File: config.mk
export PLATFORM = sky130hd
export DESIGN_NAME = asfl_psw
export DESIGN_NICKNAME = d
export VERILOG_FILES = /design/src/asfl_pkg.sv /design/src/asfl_psw.sv
export VERILOG_INCLUDE_DIRS = /design/src
export SDC_FILE = /design/constraint.sdc
export NUM_CORES = 1
export LEC_CHECK = 0
export ABC_CLOCK_PERIOD_IN_PS = 16400
export BUFFER_PORTS_ARGS = -buffer_cell sky130_fd_sc_hd__buf_2
export CORE_MARGIN = 2
export CORE_UTILIZATION = 44
export CTS_CLUSTER_DIAMETER = 30
export DETAILED_ROUTE_END_ITERATION = 8
export HOLD_SLACK_MARGIN = 0.1
export PLACE_DENSITY_LB_ADDON = 0.05
export SETUP_SLACK_MARGIN = 0.05
export SLEW_MARGIN = 10
export SYNTH_ARGS = -nofsm -noshare
export SYNTH_HDL_FRONTEND = slang
export SYNTH_SLANG_ARGS = --single-unit
export TNS_END_PERCENT = 1
File: constraint.sdc
create_clock -name clk -period 16.4 [get_ports clk]
set_input_delay 4.1 -clock clk [delete_from_list [all_inputs] [get_ports clk]]
set_output_delay 4.1 -clock clk [all_outputs]
set_load 0.01 [all_outputs]
File: src/asfl_consts.svh
`ifndef ASFL_CONSTS_SVH
`define ASFL_CONSTS_SVH

// register byte offsets on the apb bus
`define ASFL_PSW_OFFSET 8'h00
`define ASFL_IRQ_OFFSET 8'h04

// processor_status_word field positions
`define ASFL_N_BIT 0
`define ASFL_C_BIT 1
`define ASFL_V_BIT 2
`define ASFL_Z_BIT 3
`define ASFL_E_BIT 4
`define ASFL_MUL_IN_PROGRESS_FLAG_BIT 5
`define ASFL_USR0_BIT 6
`define ASFL_USR1_BIT 7
`define ASFL_BANK_LSB 8
`define ASFL_HLDEN_BIT 10
`define ASFL_IEN_BIT 11
`define ASFL_LVL_LSB 12

// reset value and constants of the flag logic
`define ASFL_PSW_RESET 16'h0000
`define ASFL_LVL_TOP 4'hF
`define ASFL_MIN_WORD 16'h8000
`define ASFL_MIN_BYTE 8'h80
`define ASFL_BANK_RSVD 2'h1

`endif

File: src/asfl_pkg.sv
package asfl_pkg;

  typedef enum logic [3:0] {
    ASFL_OP_ADD = 4'h0,
    ASFL_OP_SUB = 4'h1,
    ASFL_OP_NEG = 4'h2,
    ASFL_OP_LOGIC = 4'h3,
    ASFL_OP_MUL = 4'h4,
    ASFL_OP_DIV = 4'h5,
    ASFL_OP_SHL = 4'h6,
    ASFL_OP_SHR = 4'h7,
    ASFL_OP_PRIOR = 4'h8,
    ASFL_OP_BIT1 = 4'h9,
    ASFL_OP_BIT2 = 4'hA,
    ASFL_OP_MOVE = 4'hB
  } asfl_kind_e;

  typedef struct packed {
    logic [3:0] lvl;
    logic global_interrupt_enable;
    logic hlden;
    logic [1:0] bank;
    logic usr1;
    logic usr0;
    logic mul_in_progress_flag;
    logic e;
    logic z;
    logic v;
    logic c;
    logic n;
  } asfl_psw_s;

  // one completed instruction from the execution stage
  typedef struct packed {
    logic valid;
    asfl_kind_e kind;
    logic byte_op;
    logic with_carry;
    logic table_src;
    logic signed_op;
    logic [15:0] a;
    logic [15:0] b;
    logic [15:0] res;
    logic [31:0] wide_res;
    logic div_zero;
    logic div_ovf;
    logic [4:0] shift_cnt;
    logic shift_out;
    logic shift_sticky;
    logic bit_x;
    logic bit_y;
  } asfl_op_s;

  typedef struct packed {
    logic entry;
    logic [1:0] bank;
    logic [3:0] lvl;
    logic return_from_interrupt_instruction;
    logic [15:0] saved;
  } asfl_irq_s;

  typedef struct packed {
    asfl_psw_s psw;
    logic pready;
    logic pslverr;
    logic [31:0] prdata;
    logic irq_ok;
  } asfl_state_s;

endpackage

File: src/asfl_psw.sv
// Behaviour
// - explicit status word write beats implicit flags
// - reads return status after preceding instruction
// - reset clears N C V Z E and multiply flag
// - N is result msb for operand size
// - bit ops: N prior bit, or XOR
// - carry on add, inverted carry on subtract
// - logical, multiply, divide clear carry
// - shifts: carry last bit out; prioritize clears
// - bit ops: carry cleared, or AND
// - add, sub, negate set signed overflow
// - multiply, divide overflow; divide by zero
// - logical operations clear overflow
// - right shifts: overflow is sticky rounding bit
// - bit ops: overflow cleared, or OR
// - zero flag set on zero result
// - carry-chained ops keep zero only if zero
// - bit ops and prioritize special zero flag
// - table-capable ops set E on minimum value
// - multiply-in-progress flag always reads zero
// - bank loaded on entry, return, software write
// - enable and priority level gate interrupts
// - reset disables interrupts, priority level zero
//
// Implementation choices: the placing of the registers and the APB register port.
`timescale 1ns/1ps
`include "asfl_consts.svh"

module asfl_psw
  import asfl_pkg::*;
#(
  parameter int ADDR_W = 8
) (
  // clock and reset
  input wire logic clk,
  input wire logic reset_n,
  // apb slave
  input wire logic psel,
  input wire logic penable,
  input wire logic pwrite,
  input wire logic [ADDR_W-1:0] paddr,
  input wire logic [31:0] pwdata,
  output logic [31:0] prdata,
  output logic pready,
  output logic pslverr,
  // execution stage
  input wire asfl_op_s op,
  input wire asfl_irq_s irq,
  // interrupt request to be judged
  input wire logic req_valid,
  input wire logic [3:0] req_lvl,
  input wire logic req_unmaskable,
  // status towards the cpu
  output logic [15:0] processor_status_word,
  output logic irq_ok
);

  localparam asfl_state_s RESET_ST = '{
    psw: asfl_psw_s'(`ASFL_PSW_RESET),
    pready: 1'b0,
    pslverr: 1'b0,
    prdata: 32'h0000_0000,
    irq_ok: 1'b0
  };

  asfl_state_s st;
  asfl_state_s next_st;

  ////////////////////////////////////////////////////////////////////////////
  // flag arithmetic

  logic [15:0] opa;
  logic [15:0] opb;
  logic cin;
  logic [16:0] carry;
  logic [15:0] bit_sum;
  logic [15:0] sum;
  logic add_carry;
  logic msb_a;
  logic msb_b;
  logic msb_s;
  logic msb_r;
  logic zero_s;
  logic zero_r;
  logic mul_v;
  logic min_src;
  asfl_psw_s f;

  always_comb begin
    opa = op.a;
    opb = op.b;
    cin = 1'b0;
    unique case (op.kind)
      ASFL_OP_SUB: begin
        opb = ~op.b;
        cin = op.with_carry ? ~st.psw.c : 1'b1;
      end
      ASFL_OP_NEG: begin
        opa = 16'h0000;
        opb = ~op.a;
        cin = 1'b1;
      end
      default: begin
        cin = op.with_carry & st.psw.c;
      end
    endcase
  end

  assign carry[0] = cin;

  // one ripple stage per bit, so byte and word carries come from one chain
  generate
    for (genvar i = 0; i < 16; i++) begin : g_ripple
      assign bit_sum[i] = opa[i] ^ opb[i] ^ carry[i];
      assign carry[i+1] = (opa[i] & opb[i]) | (carry[i] & (opa[i] ^ opb[i]));
    end
  endgenerate

  assign sum = op.byte_op ? {8'h00, bit_sum[7:0]} : bit_sum;
  // byte size moves every msb and carry to bit 7
  assign add_carry = op.byte_op ? carry[8] : carry[16];
  assign msb_a = op.byte_op ? opa[7] : opa[15];
  assign msb_b = op.byte_op ? opb[7] : opb[15];
  assign msb_s = op.byte_op ? sum[7] : sum[15];
  assign msb_r = op.byte_op ? op.res[7] : op.res[15];
  assign zero_s = op.byte_op ? (sum[7:0] == 8'h00) : (sum == 16'h0000);
  assign zero_r = op.byte_op ? (op.res[7:0] == 8'h00) : (op.res == 16'h0000);
  // product must fit one word: sign copies or zero upper half
  assign mul_v = op.signed_op ? (op.wide_res[31:15] != {17{op.wide_res[15]}})
                              : (op.wide_res[31:16] != 16'h0000);
  assign min_src = op.byte_op ? (op.a[7:0] == `ASFL_MIN_BYTE) : (op.a == `ASFL_MIN_WORD);

  always_comb begin
    f = st.psw;
    f.e = op.table_src & min_src;
    f.n = msb_r;
    f.z = zero_r;
    unique case (op.kind)
      ASFL_OP_ADD, ASFL_OP_SUB, ASFL_OP_NEG: begin
        f.n = msb_s;
        // subtraction is a complement addition, borrow is no carry
        f.c = (op.kind == ASFL_OP_ADD) ? add_carry : ~add_carry;
        f.v = (msb_a == msb_b) && (msb_s != msb_a);
        f.z = op.with_carry ? (st.psw.z & zero_s) : zero_s;
      end
      ASFL_OP_LOGIC: begin
        f.c = 1'b0;
        f.v = 1'b0;
      end
      ASFL_OP_MUL: begin
        f.n = op.wide_res[31];
        f.z = (op.wide_res == 32'h0000_0000);
        f.c = 1'b0;
        f.v = mul_v;
      end
      ASFL_OP_DIV: begin
        f.c = 1'b0;
        f.v = op.div_zero | op.div_ovf;
      end
      ASFL_OP_SHL: begin
        f.c = (op.shift_cnt != 5'h00) & op.shift_out;
        f.v = 1'b0;
      end
      ASFL_OP_SHR: begin
        f.c = (op.shift_cnt != 5'h00) & op.shift_out;
        // ones lost before the last bit refine the rounding error
        f.v = (op.shift_cnt != 5'h00) & op.shift_sticky;
      end
      ASFL_OP_PRIOR: begin
        f.c = 1'b0;
        f.v = 1'b0;
        f.z = (op.b == 16'h0000);
      end
      ASFL_OP_BIT1: begin
        f.n = op.bit_x;
        f.c = 1'b0;
        f.v = 1'b0;
        f.z = ~op.bit_x;
      end
      ASFL_OP_BIT2: begin
        f.n = op.bit_x ^ op.bit_y;
        f.c = op.bit_x & op.bit_y;
        f.v = op.bit_x | op.bit_y;
        f.z = ~(op.bit_x | op.bit_y);
      end
      ASFL_OP_MOVE: begin
        f.c = st.psw.c;
        f.v = st.psw.v;
      end
      default: begin
        f = st.psw;
      end
    endcase
  end

  ////////////////////////////////////////////////////////////////////////////
  // next state

  logic setup;
  logic access;
  logic hit_psw;
  logic hit_irq;
  logic [15:0] wr;

  assign setup = psel & ~penable;
  assign access = psel & penable & st.pready;
  assign hit_psw = (paddr == `ASFL_PSW_OFFSET);
  assign hit_irq = (paddr == `ASFL_IRQ_OFFSET);
  assign wr = pwdata[15:0];

  always_comb begin
    next_st = st;
    if (op.valid) begin
      next_st.psw = f;
    end
    if (irq.return_from_interrupt_instruction) begin
      // return restores the whole word, bank included
      next_st.psw = asfl_psw_s'(irq.saved);
    end else if (irq.entry) begin
      next_st.psw.bank = irq.bank;
      next_st.psw.lvl = irq.lvl;
    end
    // software write lands last so it supersedes implicit flags
    if (access && pwrite && hit_psw) begin
      next_st.psw = asfl_psw_s'(wr);
    end
    next_st.psw.mul_in_progress_flag = 1'b0;
    // one wait-free access cycle after every setup cycle
    next_st.pready = setup;
    next_st.pslverr = setup & ~(hit_psw | hit_irq);
    next_st.prdata = 32'h0000_0000;
    if (setup && !pwrite && hit_psw) begin
      next_st.prdata = {16'h0000, st.psw};
    end else if (setup && !pwrite && hit_irq) begin
      next_st.prdata = {31'h0000_0000, st.irq_ok};
    end
    // level 15 lets only traps and non-maskable requests through
    next_st.irq_ok = req_unmaskable | (req_valid & st.psw.global_interrupt_enable & (req_lvl > st.psw.lvl));
  end

  ////////////////////////////////////////////////////////////////////////////
  // registers

  always_ff @(posedge clk) begin
    if (!reset_n) begin
      st <= RESET_ST;
    end else begin
      st <= next_st;
    end
  end

  assign processor_status_word = st.psw;
  assign irq_ok = st.irq_ok;
  assign prdata = st.prdata;
  assign pready = st.pready;
  assign pslverr = st.pslverr;

endmodule

# Word-level counts from Yosys, hierarchy flattened
# Index checks and enable logic that the tools add are counted.
dict set report op_classes {
  n_div 0
  mul 0
  bitwise 106
  n_eq_ne 17
  addsub 0
  reduce_logical 34
  mux 30
  shifts 0
  n_lt_le_gt_ge 1
}
# cell n
set op_table {}
lappend op_table {{two-way mux 16 bit} 4}
lappend op_table {{zero test 16 bit} 3}
lappend op_table {{bitwise AND 1 bit} 44}
lappend op_table {{bitwise XOR 1 bit} 33}
lappend op_table {{zero test 32 bit} 1}
lappend op_table {{NOT 16 bit} 2}
lappend op_table {{case mux 16 bit (2 select lines)} 1}
lappend op_table {{zero test 8 bit} 3}
lappend op_table {{OR 1 bit} 20}
lappend op_table {{equality test 16 bit, second input constant} 1}
lappend op_table {{equality test 4 x 3 -> 1 bit, second input constant} 4}
lappend op_table {{equality test 4 bit, second input constant} 4}
lappend op_table {{inequality test 16 bit} 1}
lappend op_table {{nonzero test 16 bit} 1}
lappend op_table {{two-way mux 1 bit} 14}
lappend op_table {{case mux 2 bit (7 select lines)} 1}
lappend op_table {{OR reduction 12 bit} 1}
lappend op_table {{nonzero test 3 bit} 3}
lappend op_table {{nonzero test 9 bit} 1}
lappend op_table {{equality test 4 x 2 -> 1 bit, second input constant} 2}
lappend op_table {{equality test 8 x 3 -> 1 bit, second input constant} 1}
lappend op_table {{equality test 8 bit, second input constant} 1}
lappend op_table {{two-way mux 4 bit} 2}
lappend op_table {{two-way mux 8 bit} 1}
lappend op_table {{other kinds (22)} 39}
dict set report word_totals {
  mem_bits_ro 0
  ram_bits 0
  inputBits 175
  latch_bits 0
  memories 0
  register_bits 50
}

# Longest topological paths before layout
# Gate-level depths: netlist (run 1).
dict set report depth {
  word_depth 43
  depth_mapped 33
  depth_no_buf 30
}

# Worst setup path before layout (run 1)
# No wires, ideal clock.
dict set report synth_timing {
  path_type {input to register}
  start {input op[98] in the netlist's numbering}
  end {register st, in the netlist processor_status_word[3]}
  setup_ps 74
  path_buffers 4
  path_slack_ps 3008
  arrival_time_ps 13318
  stages 31
  path_cell_list {clkbuf_1 > nor2_1 > clkbuf_1 > buf_1 > clkbuf_1 > o221ai_1 > fa_1 > inv_1 > fa_1 > inv_1 > fa_1 > fa_1 > fa_1 > fa_1 > fa_1 > fa_1 > fa_1 > fa_1 > fa_1 > fa_1 > fa_1 > fa_1 > fa_1 > inv_1 > fa_1 > nand4b_1 > nor2_1 > nor2_1 > o41ai_1 > o211ai_1 > a31oi_1}
}
dict set report synth_via {
  elab_chain_len 43
  word_cells_on_any_way 106
}
# element line_no
set synth_rtl {}
lappend synth_rtl {{from (decl)} asfl_psw.sv:47} ;# input wire asfl_op_s op,
lappend synth_rtl {{equality test 4 x 2 -> 1 bit or equality test 4 x 1 -> 1 bit (tied branches)} {asfl_psw.sv:93, asfl_psw.sv:138}}
lappend synth_rtl {{case mux 16 bit (2 select lines) or two-way mux 16 bit (tied branches)} asfl_psw.sv:93} ;# unique case (op.kind)
lappend synth_rtl {{bitwise XOR 1 bit} {asfl_psw.sv:114, asfl_psw.sv:115}}
lappend synth_rtl {{bitwise AND 1 bit} asfl_psw.sv:115} ;# assign carry[i+1] = (opa[i] & opb[i]) | (carry[i] & (opa[i] ^ opb[i]));
lappend synth_rtl {{OR 1 bit} asfl_psw.sv:115}
lappend synth_rtl {{bitwise AND 1 bit} asfl_psw.sv:115}
lappend synth_rtl {{OR 1 bit} asfl_psw.sv:115}
lappend synth_rtl {{bitwise AND 1 bit} asfl_psw.sv:115}
lappend synth_rtl {{(+27 left out)} --}
lappend synth_rtl {{zero test 16 bit} asfl_psw.sv:126} ;# assign zero_s = op.byte_op ? (sum[7:0] == 8'h00) : (sum == 16'h0000);
lappend synth_rtl {{two-way mux 1 bit} asfl_psw.sv:126}
lappend synth_rtl {{bitwise AND 1 bit} asfl_psw.sv:144} ;# f.z = op.with_carry ? (st.psw.z & zero_s) : zero_s;
lappend synth_rtl {{two-way mux 1 bit} asfl_psw.sv:144}
lappend synth_rtl {{case mux 1 bit (6 select lines)} asfl_psw.sv:138} ;# unique case (op.kind)
lappend synth_rtl {{two-way mux 5 bit} asfl_psw.sv:213} ;# if (op.valid) begin
lappend synth_rtl {{two-way mux 8 bit} asfl_psw.sv:216} ;# if (irq.return_from_interrupt_instruction) begin
lappend synth_rtl {{two-way mux 16 bit} asfl_psw.sv:224} ;# if (access && pwrite && hit_psw) begin
lappend synth_rtl {{to (signal assigned)} asfl_psw.sv:248} ;# st <= next_st;
lappend synth_rtl {{to (decl)} asfl_psw.sv:66} ;# asfl_state_s st;
# Parallel ways exist; a longest one is shown, timed or not. The select of a mux whose other input is x is not followed.
# A chain may end at the register's enable or synchronous reset.

# Final worst setup path (run 1)
dict set report layout_timing {
  start {input op[97] in the netlist's numbering}
  end {register st, in the netlist processor_status_word[3]}
}
# The elaborated chain is that of the path after synthesis.

==> summary.md, run 1 <==
| Metric | Value |
|---|---|
| Status | complete, no violations |
| Crit Path Max Fanout | 34 |
| Syn Inst Count | 467 |
| Share of the synthesized area in the top cell type | 0.1894 |
| Vias in the first global route | 3702 |
| Clock transition at path regs | 0.07 ns |
| Clk Latency, worst-skew pair | 0.28 ns |
| CORE AREA | 7687 sq um |
| Maximum VDD drop | 0.03360 mV |
| Chip Width | 93.04 microns |
| Crit path DAT | 13.77 ns |
| RSZ-0062 raised after global routing | false |
| PortBufs | 189 |
| # fillers | 764 |
| Post-Place Setup Slack | 2.495 ns |
| Final setup viols | 0 |
| Pint | 0.1563 mW |
| Antenna diodes | 0 |
| Ports | 226 |
| Final worst slack | 2.825 ns |
| Sequential cell area | 660.6 sq um |
| Post-synth ARST share | 0 |
| Setup TNS | 0 ns |
| Relative slew slack | 0.4887 |
| Routed wire length | 10900 microns |
| # Post-CTS Setup Buffers | 0 |
| Initial drt markers | 124 |
| CP delay by family, top | adder cells |
| Root Driver | clkbuf_8 |
| # resized after CTS | 0 |
| GRT Total Usage | 0.2461 |
| Min-delay worst type | reg2reg |
| Dominant cell type by area after synthesis | dfxtp_1 |
| CTS H-tree depth | 2 |
| Synth warn | 0 |
| Layout Nets | 830 |
| Switching share of power | 0.3522 |
| Top_reg_cell synth | dfxtp_1 |
| Distinct cells, synth | 62 |
| Initial antenna violation count | 0 |
| Measured slew at the worst slew-check pin | 0.7662 ns |
| Overall power | 0.2413 mW |
| Die H | 93.04 microns |
| Maximum clock frequency | 73.66 MHz |
| Critical Path End Type | register |
| Post-layout util | 0.5807 |
| Area grow syn2layout | 27.98% |
| EDFF count, synth | 0 |
| First-pass GRT wire length | 17390 microns |
| FF-to-FF setup slack | 7.03 ns |
| DR pass1 iterations | 4 |
| Die ar. | 8656 sq um |
| Grt ovf | 0 |
| Max Cap Viol | 0 |
| NetSw | 0.08497 mW |
| Initial Utilization | 0.4538 |
| Crit path top cell by count | fa_1 |
| Crit share post-route | 0.8278 |
| Avg Inst Size Synth | 7.470 sq um |
| Startpoint Class | input pin |
| Hold Slack | 0.4731 ns |
| DP Wirelength | 8774 microns |
| Fin. Hold Viols | 0 |
| Rows | 32 |
| Comb power frac | 0.401 |
| Seq pwr share | 0.356 |
| P_leak | 2.143 nW |
| CP max-delay cell | nor2_2 |
| Vias post-DR | 4015 |
| Avg WL per Cell | 14.81 microns |
| Post-route ant nets | 0 |
| Most common cell in the netlist | nand2_1 |
| Final min period | 13.58 ns |
| Cell Area, Placed | 4378 sq um |
| Required time worst endpoint | 16.60 ns |
| Hold Buf Count CTS | 0 |
| Final Wtd Congestion | 0.8478 |
| CTS Buffer Depth | 2 |
| CTS Buf Count | 5 |
| Final routed DRC violation total | 0 |
| Synth Cell Area | 3488 sq um |
| Worst setup path class | in2reg |
| Max Clock Skew | 0.01089 ns |
| Fin. max-slew vios | 0 |
| Largest cells by area after synthesis | dfxtp_1 19%, fa_1 9.2%, nand2_1 6.3% |
| Dpl cells | 728 |
| Slowest cell delay on critical path | 0.49 ns |
| Seq/Total Area, Yosys | 0.1894 |
| CP bufs+invs | 5 |
| Non-filler cells in the finished layout | 736 |
| Routed vias/inst | 5.455 |
| Post-route design area | 4464 sq um |
| FF+latch count, synth | 33 |
| Area occupied by multi-input gates | 2542 sq um |
| Clk pwr share | 0.244 |
| CTS tree | built |
| Commonest cells post-synth | 59 x nand2_1, 35 x o21ai_0, 33 x dfxtp_1, 32 x nor2_1, 25 x clkbuf_1 |
| Layout cells sized above 1 | 0.3438 |
| Pin count of the biggest net entering global routing | 35 |
| CTS sink count | 33 |
| Power per cell area | 54.04 nW/um^2 |
[path summary, 6_finish.rpt]
| path | to | from | depth (start not counted) |
|---|---|---|---|
| setup / recovery | processor_status_word[3] | op[97] | 29 |
| hold / removal | processor_status_word[8] | processor_status_word[8] | 2 |
| setup reg to reg | processor_status_word[3] | processor_status_word[1] | 29 |
| hold reg to reg | processor_status_word[8] | processor_status_word[8] | 2 |
[worst register-to-register path: cells and delay by family (launching register included)]
kind                       cells  cell delay (ns)
adders and majority gates     16             7.01
DFF                            1             0.37
and+or+nand+nor                4             0.54
AOI/OAI and AO/OA              6             1.13
buffers and inverters          3             0.24
[layer usage]
layer	global-route usage	wire, microns
met3	0.03626	780
met2	0.4390	5376
met5	0	0
met4	0.07230	162
met1	0.3071	4578
[cells in the final DEF (no fill, tap or decap), types with 3 or more instances in the layout]
cell,synthesis,layout
a311oi_1,4,4
a2bb2oi_1,4,4
inv_1,17,17
nand3b_1,5,5
o211a_1,4,4
fa_1,16,16
o221ai_1,8,8
o21ai_0,35,35
ha_1,6,6
nand3_1,18,18
o211ai_1,4,4
a31oi_1,5,5
nand4_1,12,12
o21ai_1,4,4
conb_1,1,18
buf_2,2,189
mux2i_1,13,13
a21boi_1,5,5
a21oi_1,19,19
and3_1,3,3
nor3_1,9,9
o22ai_1,6,6
dfxtp_1,33,33
nand2b_1,4,4
a311o_1,4,4
nor2b_1,5,5
and2_1,19,19
clkbuf_8,0,5
nand2_1,59,59
buf_4,19,5
a211oi_1,3,3
nor2_1,32,31
nor4_1,18,18
o211ai_2,6,6
[layout make-up]
type	count	area share
Clock buffer	5	0.01541
Clock inverter	3	0.003924
Inverter	17	0.01429
Multi-Input combinational cell	382	0.5695
Sequential cell	33	0.1480
Tap cell	102	0.02859
Timing Repair Buffer	194	0.2203
[registers in the layout, indices dropped and copies added, names as in the netlist]
register               flops
pready                     1
prdata                    15
pslverr                    1
irq_ok                     1
processor_status_word     15
[power by group through the flow]
stage | Combinational, mW | Clock [mW] | Sequential (mW)
2_1_floorplan | 0.0598 | 0 | 0.0886
3_5_place_dp | 0.0969 | 0 | 0.0877
6_report | 0.0966 | 0.0588 | 0.0859
3_3_place_gp | 0.0948 | 0 | 0.0876
4_1_cts | 0.0973 | 0.0603 | 0.0858
5_1_grt | 0.109 | 0.0641 | 0.0862
[cell families after synthesis]
| group | synth area share |
|---|---|
| XOR/XNOR | 0.002511 |
| multiplexers | 0.04376 |
| flip-flops | 0.1894 |
| AO/OA/AOI/OAI | 0.2575 |
| AND/OR/NAND/NOR | 0.2916 |
| other | 0.001075 |
| adder cells (fa/ha/maj) | 0.1133 |
| buffers and inverters | 0.1008 |
Note: power is estimated with default switching activity, not from simulation.
==> run 2: changes to the inputs <==
Settings changed: ABC_CLOCK_PERIOD_IN_PS 16400 to 13600.
Clock period 16.4 ns to 13.6 ns, I/O delays scaled along.
==> run 2 against run 1 <==
Non-clock buffer count is 2 higher. Total power increased by 31%. Clock skew decreased by 0.0057 ns. First-iteration DRC count is 27% higher. Sequential power up 20%. Critical endpoint unchanged. Wire length grew 1.7%. Sequential cell count is the same.
==> summary.md, run 2 (synthesis gave the netlist of run 1 again) <==
| Metric | Value |
|---|---|
| Crit path top cell by count | fa_1 |
| CP delay by family, top | adder cells |
| Initial Utilization | 0.4538 |
| Post-layout util | 0.5866 |
| Die ar. | 8656 sq um |
| Routed wire length | 11090 microns |
| Status | complete, no violations |
| Power per cell area | 70.17 nW/um^2 |
| DP Wirelength | 8999 microns |
| Layout cells sized above 1 | 0.3443 |
| First-pass GRT wire length | 17750 microns |
| Final Wtd Congestion | 0.8323 |
| P_leak | 2.167 nW |
| Maximum clock frequency | 78.12 MHz |
| PortBufs | 189 |
| Slowest cell delay on critical path | 0.65 ns |
| Clock transition at path regs | 0.06 ns |
| Post-route ant nets | 0 |
| Pint | 0.2138 mW |
| Pin count of the biggest net entering global routing | 30 |
| RSZ-0062 raised after global routing | false |
| Vias post-DR | 4036 |
| # resized after CTS | 0 |
| Crit Path Max Fanout | 28 |
| Initial drt markers | 158 |
| Initial antenna violation count | 0 |
| Cell Area, Placed | 4393 sq um |
| Crit path DAT | 13.02 ns |
| CTS tree | built |
| Clk Latency, worst-skew pair | 0.29 ns |
| Max Clock Skew | 0.005216 ns |
| Worst setup path class | in2reg |
| Post-route design area | 4509 sq um |
| CP max-delay cell | nor2_2 |
| # Post-CTS Setup Buffers | 0 |
| Antenna diodes | 0 |
| Fin. Hold Viols | 0 |
| Startpoint Class | input pin |
| Measured slew at the worst slew-check pin | 0.7874 ns |
| Fin. max-slew vios | 0 |
| Layout Nets | 832 |
| Most common cell after layout, fill and taps aside | buf_2 |
| Root Driver | clkbuf_8 |
| CORE AREA | 7687 sq um |
| Die H | 93.04 microns |
| Final routed DRC violation total | 0 |
| Final setup viols | 0 |
| Maximum VDD drop | 0.04313 mV |
| CP bufs+invs | 4 |
| Avg WL per Cell | 15.02 microns |
| Most frequent cells in the layout | 189 x buf_2, 59 x nand2_1, 35 x o21ai_0, 33 x dfxtp_1, 31 x nor2_1 |
| Critical Path End Type | register |
| CTS Buf Count | 5 |
| Area grow syn2layout | 29.27% |
| Seq pwr share | 0.327 |
| Hold Buf Count CTS | 0 |
| Ports | 226 |
| Grt ovf | 0 |
| Crit share post-route | 0.9412 |
| DR pass1 iterations | 4 |
| Vias in the first global route | 3760 |
| GRT Total Usage | 0.2517 |
| Switching share of power | 0.3244 |
| Clk pwr share | 0.298 |
| Comb power frac | 0.374 |
| Final min period | 12.80 ns |
| NetSw | 0.1026 mW |
| Setup TNS | 0 ns |
| CTS H-tree depth | 2 |
| Routed vias/inst | 5.469 |
| Relative slew slack | 0.4745 |
| Required time worst endpoint | 13.82 ns |
| Chip Width | 93.04 microns |
| Max Cap Viol | 0 |
| Min-delay worst type | reg2reg |
| CTS sink count | 33 |
| CTS Buffer Depth | 2 |
| Rows | 32 |
==> run 2: layout make-up <==
class                           instances  area, sq um
Multi-Input combinational cell        382         2542
Clock buffer                            7        86.33
Timing Repair Buffer                  196        998.5
Tap cell                              102        127.6
Inverter                               17        63.81
Clock inverter                          1        30.03
Fill cell                             769         3178
Sequential cell                        33        660.6
==> run 2: worst reg2reg max path, delay by kind of cell, from the launching register on <==
kind | cells | cell delay (ns)
AO/OA/AOI/OAI | 6 | 1.17
adder cells (fa/ha/maj) | 16 | 7.07
buffers and inverters | 3 | 0.24
flip-flops | 1 | 0.37
AND/OR/NAND/NOR | 4 | 0.52
==> run 2: power by group through the flow <==
stage,clock network (mW),logic (mW),registers (mW)
floorplan,0,0.0721,0.107
global placement,0,0.115,0.106
detailed placement,0,0.119,0.106
CTS,0.0961,0.119,0.104
global route,0.101,0.133,0.104
finish,0.0944,0.118,0.103
==> run 2: metal layers <==
| metal | wire length (microns) | share of wire | global-route usage | vias up |
|---|---|---|---|---|
| li1 | - | - | - | 2014 |
| met1 | 4685 | 0.42 | 0.3096 | 1852 |
| met2 | 5485 | 0.49 | 0.4571 | 152 |
| met3 | 703 | 0.063 | 0.02981 | 18 |
| met4 | 210 | 0.019 | 0.07966 | 0 |
| met5 | 0 | 0 | 0 | - |
==> run 2: worst paths after layout <==
path	from	endpoint	slack (ns)	cells past startpoint
worst max-delay path	op[97]	processor_status_word[3]	0.80	28
worst min-delay path	processor_status_word[7]	prdata[7]	0.47	1
worst max register to register	processor_status_word[1]	processor_status_word[3]	4.18	29
worst min register to register	processor_status_word[7]	prdata[7]	0.47	1
==> run 2: through the flow <==
step / total power [mW] / hold WS [ns] / setup WS (ns) / std cells
after floorplan: 0.1789 / 0.4827 / 0.9081 / 484
after global placement: 0.2206 / 0.4591 / 0.6781 / 730
after detailed placement: 0.2244 / 0.4589 / 0.5172 / 730
after CTS: 0.3185 / 0.4686 / 0.7899 / 738
after global routing: 0.3381 / 0.4958 / 0.3285 / 738
final: 0.3164 / 0.4716 / 0.7998 / 738
==> run 3: changes to the inputs <==
Settings changed: GPL_TIMING_DRIVEN from default to 0, REMOVE_ABC_BUFFERS from default to 1.
==> run 3 against run 2 <==
Sequential power barely moved. Clock power shrank 26%. Worst setup slack got worse by 0.051 ns. Cell count shrank 0.68%. Wire length is 2.4% lower. Maximum frequency fell by 0.40%. Core utilization is 0.65 points lower. Register-to-register slack improved by 0.09 ns. Clock-buffer cell count is 1 lower.
==> summary.md, run 3 (synthesis gave the netlist of run 1 again) <==
| Metric | Value |
|---|---|
| Status | complete, no violations |
| CORE AREA | 7687 sq um |
| Pin count of the biggest net entering global routing | 52 |
| # Post-CTS Setup Buffers | 0 |
| CP bufs+invs | 5 |
| Rows | 32 |
| First-pass GRT wire length | 17060 microns |
| CTS H-tree depth | 2 |
| Crit share post-route | 0.9449 |
| R2R depth | 29 |
| Fin. Hold Viols | 0 |
| Final worst slack | 0.7488 ns |
| Critical Path End Type | register |
| CP Capture Point | processor_status_word[3] |
| Root Driver | clkbuf_8 |
| Dpl cells | 724 |
| Post-route ant nets | 0 |
| DR pass1 iterations | 5 |
| Relative slew slack | 0.3782 |
| Avg WL per Cell | 14.76 microns |
| Worst setup path class | in2reg |
| Post-Place Setup Slack | -0.01343 ns |
| Crit path top cell by count | fa_1 |
| Sequential cell area | 660.6 sq um |
| CTS tree | built |
| Maximum VDD drop | 0.02908 mV |
| Most common cell after layout, fill and taps aside | buf_2 |
| DP Wirelength | 8497 microns |
| Initial drt markers | 102 |
| Die H | 93.04 microns |
| Routed vias/inst | 5.517 |
| RSZ-0062 raised after global routing | false |
| Layout cells sized above 1 | 0.3407 |
| GRT Total Usage | 0.2395 |
| Area occupied by multi-input gates | 2547 sq um |
| FF-to-FF setup slack | 4.27 ns |
| Required time worst endpoint | 13.81 ns |
| Vias post-DR | 4044 |
| Vias in the first global route | 3734 |
| Clock transition at path regs | 0.06 ns |
| Final Wtd Congestion | 0.8268 |
| Initial antenna violation count | 0 |
| Area grow syn2layout | 27.83% |
| Slowest cell delay on critical path | 0.50 ns |
| CTS Buf Count | 5 |
| Startpoint Class | input pin |
| Chip Width | 93.04 microns |
| Initial Utilization | 0.4538 |
| Ports | 226 |
| Min-delay worst type | reg2reg |
| Antenna diodes | 0 |
| Power per cell area | 64.97 nW/um^2 |
| Worst Setup SP | op[95] |
| CTS sink count | 33 |
| PortBufs | 189 |
| Setup TNS | 0 ns |
| Grt ovf | 0 |
| Max Cap Viol | 0 |
| CTS Buffer Depth | 2 |
| Final routed DRC violation total | 0 |
| # fillers | 753 |
| Fin. max-slew vios | 0 |
| Non-filler cells in the finished layout | 733 |
| Most frequent cells in the layout | 188 x buf_2, 59 x nand2_1, 35 x o21ai_0, 33 x dfxtp_1, 31 x nor2_1 |
| Clk Latency, worst-skew pair | 0.28 ns |
| Max Clock Skew | 0.002389 ns |
| Routed wire length | 10820 microns |
| WP depth | 29 |
| Crit path DAT | 13.06 ns |
| Final min period | 12.85 ns |
| CP max-delay cell | fa_1 |
| Crit Path Max Fanout | 52 |
| Measured slew at the worst slew-check pin | 0.9255 ns |
| Maximum clock frequency | 77.81 MHz |
| Die ar. | 8656 sq um |
| Hold Buf Count CTS | 0 |
| P_leak | 2.124 nW |
| # resized after CTS | 0 |
| Layout Nets | 827 |
| FF-to-FF End | processor_status_word[3] |
| Final setup viols | 0 |
| CP delay by family, top | adder cells |
| FF-to-FF Start | processor_status_word[1] |
[run 3: worst min path at each step]
stage / from / endpoint / slack, ns / depth (start not counted)
after floorplan: processor_status_word[8] / processor_status_word[8] / 0.48 / 2
after global placement: processor_status_word[9] / processor_status_word[9] / 0.45 / 2
after detailed placement: processor_status_word[8] / processor_status_word[8] / 0.45 / 2
after CTS: processor_status_word[8] / processor_status_word[8] / 0.46 / 2
after global routing: processor_status_word[9] / processor_status_word[9] / 0.50 / 2
final: processor_status_word[8] / processor_status_word[8] / 0.46 / 2
[run 3: cell type report]
class | count | share of cell area
Tap cell | 102 | 0.02862
Timing Repair inverter | 1 | 0.001122
Clock inverter | 2 | 0.002245
Timing Repair Buffer | 190 | 0.2172
Clock buffer | 6 | 0.01627
Sequential cell | 33 | 0.1481
Inverter | 17 | 0.01515
Multi-Input combinational cell | 382 | 0.5713
[run 3: routing by layer]
| metal | part of all wire | wire length (microns) | vias to the layer above | GRT usage |
|---|---|---|---|---|
| met3 | 0.063 | 680 | 18 | 0.02659 |
| met5 | 0 | 0 | - | 0 |
| met1 | 0.41 | 4460 | 1872 | 0.2898 |
| met2 | 0.51 | 5477 | 152 | 0.4414 |
| met4 | 0.018 | 200 | 0 | 0.07721 |
| li1 | - | - | 2002 | - |
[run 3: through the flow]
step / util / hold slack [ns] / total power, mW / area [sq um]
2_1_floorplan: - / 0.4827 / 0.1684 / 3264
3_3_place_gp: 0.5643 / 0.4466 / 0.2179 / 4338
3_5_place_dp: 0.5679 / 0.4503 / 0.2222 / 4365
4_1_cts: 0.5786 / 0.4592 / 0.2918 / 4448
5_1_grt: 0.5801 / 0.4999 / 0.3111 / 4459
6_report: 0.5801 / 0.4584 / 0.2897 / 4459
[run 3: tightest hold or removal path, delay by kind of cell (launching register included)]
family	cells	cell delay (ns)
flops	1	0.31
simple gates	1	0.05
compound gates	1	0.05
[run 3: power by group]
part | internal [mW] | leakage (nW) | total (mW) | switching, mW
registers | 0.100 | 0.270 | 0.103 | 0.00272
clock network | 0.0354 | 0.0450 | 0.0695 | 0.0340
logic | 0.0527 | 1.81 | 0.117 | 0.0644
